$ cat src/hdl/alias_remap_defs.svh
// register offsets, field positions and reset values for the alias remap block
`ifndef ALIAS_REMAP_DEFS_SVH
`define ALIAS_REMAP_DEFS_SVH
`define PHYS_ADDR_5_OFS 8'h62
`define PHYS_ADDR_6_OFS 8'h63
`define PHYS_ADDR_7_OFS 8'h64
`define ALIAS_ADDR_0_OFS 8'h65
`define PORT_SEL_OFS 8'h4c
`define ADDR_FIELD_MSB 7
`define ADDR_FIELD_LSB 1
`define AUTO_ACK_BIT 0
`define REG_RESET 8'h00
`define NUM_PORTS 2
`define ALIAS_SLOT_0 3'h0
`define PHYS_SLOT_5 3'h5
`define PHYS_SLOT_6 3'h6
`define PHYS_SLOT_7 3'h7
`endif

$ cat src/hdl/alias_remap_pkg.sv
// types shared by the alias remap block
package alias_remap_pkg;
    typedef struct packed {
        logic [6:0] addr;
        logic auto_ack;
    } alias_slot_s;
    typedef struct packed {
        logic valid;
        logic rnw;
        logic [6:0] addr;
    } i2c_req_s;
    typedef enum logic [1:0] {ST_IDLE, ST_MATCH, ST_DONE} match_state_e;
endpackage : alias_remap_pkg

$ cat src/hdl/alias_match.sv
// compares one local address against an alias slot
`timescale 1ns/10ps
module alias_match
    import alias_remap_pkg::*;
(
    input wire alias_slot_s slot,
    input wire logic [6:0] addr,
    output logic hit
);
    // zero alias never matches, so an unprogrammed slot is dead
    assign hit = (slot.addr != 7'h00) && (slot.addr == addr);
endmodule : alias_match

$ cat src/hdl/remote_i2c_alias_remap.sv
// alias-to-physical address remap for remote targets, per receive port
// What this block does
// - physical-address register bits 7:1 hold the remote target's real seven-bit address.
// - on alias match, replace address with the matching port's slot 5 physical-address copy, then forward.
// - alias bits 7:1 program a decoder recognising local transactions for that target.
// - alias value zero disables matching for its slot.
// - auto-ack bit set acknowledges every write locally, ignoring lock and remote ack.
// - separate register copy per receive port, chosen by the port-select register.
`timescale 1ns/10ps
`include "alias_remap_defs.svh"
module remote_i2c_alias_remap
    import alias_remap_pkg::*;
(
    input wire logic CORE_CLK,
    input wire logic SRST,
    input wire logic REG_WR,
    input wire logic REG_RD,
    input wire logic [7:0] REG_ADDR,
    input wire logic [7:0] REG_WDATA,
    output logic [7:0] REG_RDATA,
    input wire i2c_req_s LOCAL_REQ,
    input wire logic FWD_LOCK,
    input wire logic REMOTE_ACK,
    output logic [`NUM_PORTS-1:0] FWD_VALID,
    output logic [6:0] FWD_ADDR,
    output logic FWD_RNW,
    output logic LOCAL_HIT,
    output logic LOCAL_ACK
);
    logic [7:0] port_sel_ff;
    logic [7:0] phys_ff [`NUM_PORTS][3];
    alias_slot_s alias_ff [`NUM_PORTS];
    logic [7:0] rdata_ff;
    logic sel_port;
    logic [`NUM_PORTS-1:0] hit;
    logic [`NUM_PORTS-1:0] fwd_valid_ff;
    logic [6:0] fwd_addr_ff;
    logic fwd_rnw_ff;
    logic local_hit_ff;
    logic local_ack_ff;
    logic [7:0] nxt_rdata;
    logic wr_port_sel;
    logic wr_phys;
    logic wr_alias;
    logic req_hit;
    logic [`NUM_PORTS-1:0] nxt_fwd_valid;
    logic [6:0] nxt_fwd_addr;
    logic [`NUM_PORTS-1:0] ack_src;
    logic nxt_local_ack;

    // position of a physical-address copy inside one port's slot array
    function automatic logic [1:0] phys_index(input logic [7:0] ofs);
        phys_index = 2'(ofs - `PHYS_ADDR_5_OFS);
    endfunction : phys_index

    function automatic logic is_phys_ofs(input logic [7:0] ofs);
        is_phys_ofs = (ofs >= `PHYS_ADDR_5_OFS) && (ofs <= `PHYS_ADDR_7_OFS);
    endfunction : is_phys_ofs

    function automatic logic is_alias_ofs(input logic [7:0] ofs);
        is_alias_ofs = (ofs == `ALIAS_ADDR_0_OFS);
    endfunction : is_alias_ofs

    // seven-bit address field of a stored byte; bit 0 is never part of it
    function automatic logic [6:0] addr_field(input logic [7:0] value);
        addr_field = value[`ADDR_FIELD_MSB:`ADDR_FIELD_LSB];
    endfunction : addr_field

    assign sel_port = port_sel_ff[0];
    assign wr_port_sel = REG_WR && (REG_ADDR == `PORT_SEL_OFS);
    assign wr_phys = REG_WR && is_phys_ofs(REG_ADDR);
    assign wr_alias = REG_WR && is_alias_ofs(REG_ADDR);
    assign req_hit = LOCAL_REQ.valid && (hit != '0);

    // port select: low bit chooses which receive port's copy the bus sees
    always_ff @(posedge CORE_CLK) begin
        if (SRST) begin
            port_sel_ff <= `REG_RESET;
        end else if (wr_port_sel) begin
            port_sel_ff <= REG_WDATA;
        end
    end

    // reserved bit 0 is stored as zero, so no read path can leak a written one
    always_ff @(posedge CORE_CLK) begin
        if (SRST) begin
            for (int p = 0; p < `NUM_PORTS; p++) begin
                for (int s = 0; s < 3; s++) begin
                    phys_ff[p][s] <= `REG_RESET;
                end
            end
        end else if (wr_phys) begin
            phys_ff[sel_port][phys_index(REG_ADDR)] <= {addr_field(REG_WDATA), 1'b0};
        end
    end

    always_ff @(posedge CORE_CLK) begin
        if (SRST) begin
            for (int p = 0; p < `NUM_PORTS; p++) begin
                alias_ff[p] <= alias_slot_s'(`REG_RESET);
            end
        end else if (wr_alias) begin
            alias_ff[sel_port] <= alias_slot_s'(REG_WDATA);
        end
    end

    // unmapped offsets read as zero
    always_comb begin
        nxt_rdata = 8'h00;
        if (is_phys_ofs(REG_ADDR)) begin
            nxt_rdata = {addr_field(phys_ff[sel_port][phys_index(REG_ADDR)]), 1'b0};
        end else if (is_alias_ofs(REG_ADDR)) begin
            nxt_rdata = alias_ff[sel_port];
        end else if (REG_ADDR == `PORT_SEL_OFS) begin
            nxt_rdata = port_sel_ff;
        end
    end

    // read data holds until the next read strobe
    always_ff @(posedge CORE_CLK) begin
        if (SRST) begin
            rdata_ff <= `REG_RESET;
        end else if (REG_RD) begin
            rdata_ff <= nxt_rdata;
        end
    end

    // each port decodes against its own alias slot, independent of port select
    for (genvar p = 0; p < `NUM_PORTS; p++) begin : g_match
        alias_match u_match (
            .slot(alias_ff[p]),
            .addr(LOCAL_REQ.addr),
            .hit(hit[p])
        );
    end

    // slot 0's physical register lies outside this block, so slot 0 remaps
    // through the slot 5 copy; a limitation until the remaining pairs are added
    always_comb begin
        nxt_fwd_valid = '0;
        nxt_fwd_addr = fwd_addr_ff;
        if (LOCAL_REQ.valid) begin
            nxt_fwd_valid = hit;
        end
        // later ports overwrite earlier ones, so port 1 wins a double hit
        for (int p = 0; p < `NUM_PORTS; p++) begin
            if (LOCAL_REQ.valid && hit[p]) begin
                nxt_fwd_addr = addr_field(phys_ff[p][0]);
            end
        end
    end

    always_ff @(posedge CORE_CLK) begin
        if (SRST) begin
            fwd_valid_ff <= '0;
        end else begin
            fwd_valid_ff <= nxt_fwd_valid;
        end
    end

    // address and direction hold between hits for the forwarding side
    always_ff @(posedge CORE_CLK) begin
        if (SRST) begin
            fwd_addr_ff <= 7'h00;
        end else begin
            fwd_addr_ff <= nxt_fwd_addr;
        end
    end

    always_ff @(posedge CORE_CLK) begin
        if (SRST) begin
            fwd_rnw_ff <= 1'b0;
        end else if (req_hit) begin
            fwd_rnw_ff <= LOCAL_REQ.rnw;
        end
    end

    always_ff @(posedge CORE_CLK) begin
        if (SRST) begin
            local_hit_ff <= 1'b0;
        end else begin
            local_hit_ff <= req_hit;
        end
    end

    // auto-ack bypasses lock and remote acknowledge for writes only;
    // a read still needs the far side, since only it can supply the data
    always_comb begin
        for (int p = 0; p < `NUM_PORTS; p++) begin
            ack_src[p] = 1'b0;
            if (LOCAL_REQ.valid && hit[p]) begin
                if (!LOCAL_REQ.rnw && alias_ff[p].auto_ack) begin
                    ack_src[p] = 1'b1;
                end else if (FWD_LOCK && REMOTE_ACK) begin
                    ack_src[p] = 1'b1;
                end
            end
        end
        nxt_local_ack = (ack_src != '0);
    end

    always_ff @(posedge CORE_CLK) begin
        if (SRST) begin
            local_ack_ff <= 1'b0;
        end else begin
            local_ack_ff <= nxt_local_ack;
        end
    end

    assign REG_RDATA = rdata_ff;
    assign FWD_VALID = fwd_valid_ff;
    assign FWD_ADDR = fwd_addr_ff;
    assign FWD_RNW = fwd_rnw_ff;
    assign LOCAL_HIT = local_hit_ff;
    assign LOCAL_ACK = local_ack_ff;
endmodule : remote_i2c_alias_remap

$ cat config.mk
export PLATFORM = sky130hd
export DESIGN_NAME = remote_i2c_alias_remap
export DESIGN_NICKNAME = d
export VERILOG_FILES = /design/src/hdl/alias_remap_pkg.sv /design/src/hdl/alias_match.sv /design/src/hdl/remote_i2c_alias_remap.sv
export VERILOG_INCLUDE_DIRS = /design/src /design/src/hdl
export SDC_FILE = /design/constraint.sdc
export NUM_CORES = 1
export LEC_CHECK = 0
export BUFFER_PORTS_ARGS = -buffer_cell sky130_fd_sc_hd__buf_2
export CORE_ASPECT_RATIO = 0.6
export CORE_MARGIN = 2
export CORE_UTILIZATION = 60
export CTS_BUF_LIST = sky130_fd_sc_hd__clkbuf_8
export DETAILED_ROUTE_END_ITERATION = 16
export PLACE_DENSITY = 0.81
export SLEW_MARGIN = 25
export SYNTH_ARGS = -nofsm -noshare
export SYNTH_HDL_FRONTEND = slang
export SYNTH_SLANG_ARGS = --single-unit
$ cat constraint.sdc
create_clock -name CORE_CLK -period 2.2 [get_ports CORE_CLK]
set_input_delay 0.44 -clock CORE_CLK [delete_from_list [all_inputs] [get_ports CORE_CLK]]
set_output_delay 0.44 -clock CORE_CLK [all_outputs]
set_load 0.02 [all_outputs]
==> flow_metrics.tcl <==
set metrics [dict create \
    grt_max_degree 25 \
    yosysSeqAreaShare_pct 57.2 \
    htree_levels 3 \
    netlist_area_sq_um 4060 \
    hold_class "primary input to flip-flop" \
    whs_ns 0.344 \
    critical_path_arrival_ns 2.34 \
    yosysWarnings 0 \
    die-area_sq_um 7460 \
    track_usage_pct 28.9 \
    tightest_slew_ns 0.626 \
    io_buffers 50 \
    grt_first_pass_wirelength_mm 14.9 \
    clk_pin_slew_ns 0.09 \
    synth.avg_cell_area_sq_um 11.9 \
    antenna_found_initial 0 \
    crit_chain "xnor2_1 > nand4_1 > nor3_4 > o211ai_1 > a211oi_1" \
    grt_pass1_vias 2623 \
    rows 23 \
    pin_count 51 \
    end_kind "flip-flop" \
    fin_setup_tns_ns 0 \
    min_path_cells 3 \
    ant_nets 0 \
    power.ir.vdd_worst_mv 0.358 \
    clockBufferDepth 2 \
    area_delta_synth_final_pct 15.3 \
    die_h_um 67.7 \
    synth_edf_count 58 \
    root_buffer "clkbuf_8" \
    die_w_um 110 \
    yosysUniqueCellTypes 41 \
    period_share_pct 94.3 \
    drc 0 \
    regToRegSetupSlack_ns 0.13 \
    p_leak_nw 1.75 \
    dpl.hpwl_mm 7.58 \
    final-max-slew-violation-count 0 \
    cts_buffers 9 \
    vias_per_cell 6.13 \
    synthDominantCellAreaShare_pct 42.9 \
    n_antenna_cell 0 \
    r2r-end "LOCAL_ACK$_SDFF_PP0_" \
    nets 436 \
    crit_slowest_cell "nor3_4" \
    r2r_cells 5 \
    ys.flop_type "edfxtp_1" \
    synthTopCellsByArea "edfxtp_1, dfxtp_1, and2_1" \
    rsz0062_at_grt "no" \
    via_count 3045 \
    cts_tree "done" \
    crit_start "alias_ff[0][1]$_SDFFCE_PN0P_" \
    setup_viol 0 \
    fin_crit_ns 2.07 \
    status "finished, final reports clean" \
    ys_top_cells_by_count "edfxtp_1, and2_1, dfxtp_1, nand2_1, mux2i_1" \
    netlist_instances 340 \
    timing.fmax_mhz 482 \
    worstSetupPathType "flip-flop to flip-flop" \
    yosysMostFrequentCell "edfxtp_1" \
    critPathMaxStageDelay_ns 0.55 \
    final_core_util_pct 70.8 \
    cts_setup_buffers 0 \
    cap_violations 0 \
    timing.slew.headroom_pct 58.2 \
    place_congestion 0.883 \
    crit_fanout 9 \
    clk_latency_ns 0.36 \
    async_flop_share_pct 0 \
    hold_viol_final 0 \
    cp-endpoint "LOCAL_ACK$_SDFF_PP0_" \
    startpoint_type "flip-flop" \
    drtIter0Drc 383 \
    syn_nets 371 \
    cellPowerDensity_nw_per_um2 659 \
    final_layout_size_suffix_gt1_share_pct 25.4 \
    p_total_mw 3.09 \
    synth_largest_area_cell "edfxtp_1" \
    drt_wl_total_mm 10.1 \
    first_pass_iters 6 \
    grt-ovfl-total 0 \
    routedWlPerCell_um 20.4 \
    worstPathRequired_ns 2.46 \
    skew_ns 0.00730 \
    n_fill_cell 477 \
    rr_startpoint "alias_ff[0][1]$_SDFFCE_PN0P_" \
    ys_ff_latch 87 \
    start_util_pct 61.4 \
    coreArea_sq_um 6620 \
    cts_sinks 87 \
]
[stage by stage]
step	setup slack, ns	area, sq um	cells
3_3_place_gp	0.0485	4490	481
2_1_floorplan	0.167	4060	340
3_5_place_dp	0.0472	4490	481
6_report	0.125	4680	497
5_1_grt	0.00175	4680	497
4_1_cts	0.0354	4680	497
[power breakdown]
group / total [mW] / switching (mW) / internal (mW)
logic: 0.216 / 0.129 / 0.0872
registers: 1.83 / 0.0377 / 1.79
clock network: 1.04 / 0.591 / 0.451
total: 3.09 / 0.758 / 2.33
[state kept, by name, summed over array words and instances (netlist names), named ones only]
signal	cells
LOCAL_HIT	1
FWD_VALID	2
LOCAL_ACK	1
alias_ff	16
phys_ff	42
REG_RDATA	8
port_sel_ff	8
FWD_RNW	1
FWD_ADDR	7
[layer usage]
layer  vias up  routed length (um)  share of wire (%)  track usage [%]
li1       1377                   -                  -                -
met3        16                1230                 12             7.82
met2       195                4170                 41             39.4
met5         -                   0                  0                0
met4         0                 119                1.2             7.97
met1      1457                4630                 46             44.8
[placed cells by master (no fill, tap or decap), types with 2 or more instances in the layout]
cell       Yosys  layout
a211oi_1      11      11
nand2_1       29      29
edfxtp_1      58      58
and2_1        54      54
inv_6          0       2
nor3_1         7       7
nand3_1        2       2
clkbuf_8       0      10
xor2_1         4       4
o2111ai_1      2       2
a21oi_1       14      14
a32o_1         3       3
dfxtp_1       29      29
nor4_1         3       3
o21ai_0        7       7
nor2_1        15      15
nor3b_1        3       3
mux2i_1       23      23
inv_1          2       3
or2_2          6       6
nand4_1        3       3
buf_4          3      20
buf_2          5      50
nand2b_1       4       4
a31o_2         3       3
nor2b_1        5       5
mux4_2         7       7
o211ai_1       7       7
xnor2_1       10      10
[critical path: cells and delay by family (launching register included)]
family                    cells  cell delay [ns]
AOI/OAI and AO/OA             2             0.46
DFF                           1             0.51
xor gates and xnor gates      1             0.23
and+or+nand+nor               2             0.78
[layout make-up]
class	instances	area [sq um]	area share (%)
Sequential cell	87	2320	49.6
Multi-Input combinational cell	235	1660	35.5
Timing Repair Buffer	70	400	8.55
Inverter	2	7.51	0.160
Tap cell	87	109	2.32
Clock buffer	10	138	2.94
Clock inverter	6	45.0	0.962
[worst min path at each step]
| stage | startpoint | slack, ns | to |
|---|---|---|---|
| final | LOCAL_REQ[7] | 0.34 | FWD_RNW$_SDFFE_PP0P_ |
| after global routing | REMOTE_ACK | 0.34 | LOCAL_ACK$_SDFF_PP0_ |
| after CTS | LOCAL_REQ[7] | 0.34 | FWD_RNW$_SDFFE_PP0P_ |
| after detailed placement | REG_RDATA[3]$_SDFFE_PP0P_ | 0.47 | REG_RDATA[3]$_SDFFE_PP0P_ |
| after global placement | port_sel_ff[7]$_SDFFE_PP0P_ | 0.45 | port_sel_ff[7]$_SDFFE_PP0P_ |
| after floorplan | port_sel_ff[2]$_SDFFE_PP0P_ | 0.43 | port_sel_ff[2]$_SDFFE_PP0P_ |
[timing repair]
action | CTS | global route
endpoints found under the setup margin | 0 | 3
hold buffers | 0 | 0
hold endpoints to repair | 0 | 0
resized for setup | 0 | 1
[cells by family (layout without fill, tap and decap cells)]
| kind of cell | Yosys count | after routing | synth area share, % |
|---|---|---|---|
| XOR/XNOR | 14 | 14 | 3.02 |
| AND/OR/NAND/NOR | 140 | 140 | 19.5 |
| buffers and inverters | 18 | 88 | 2.09 |
| flip-flops | 87 | 87 | 57.2 |
| multiplexers | 30 | 30 | 9.55 |
| AO/OA/AOI/OAI | 51 | 51 | 8.69 |
No activity file was read; power rests on OpenSTA's default activity.
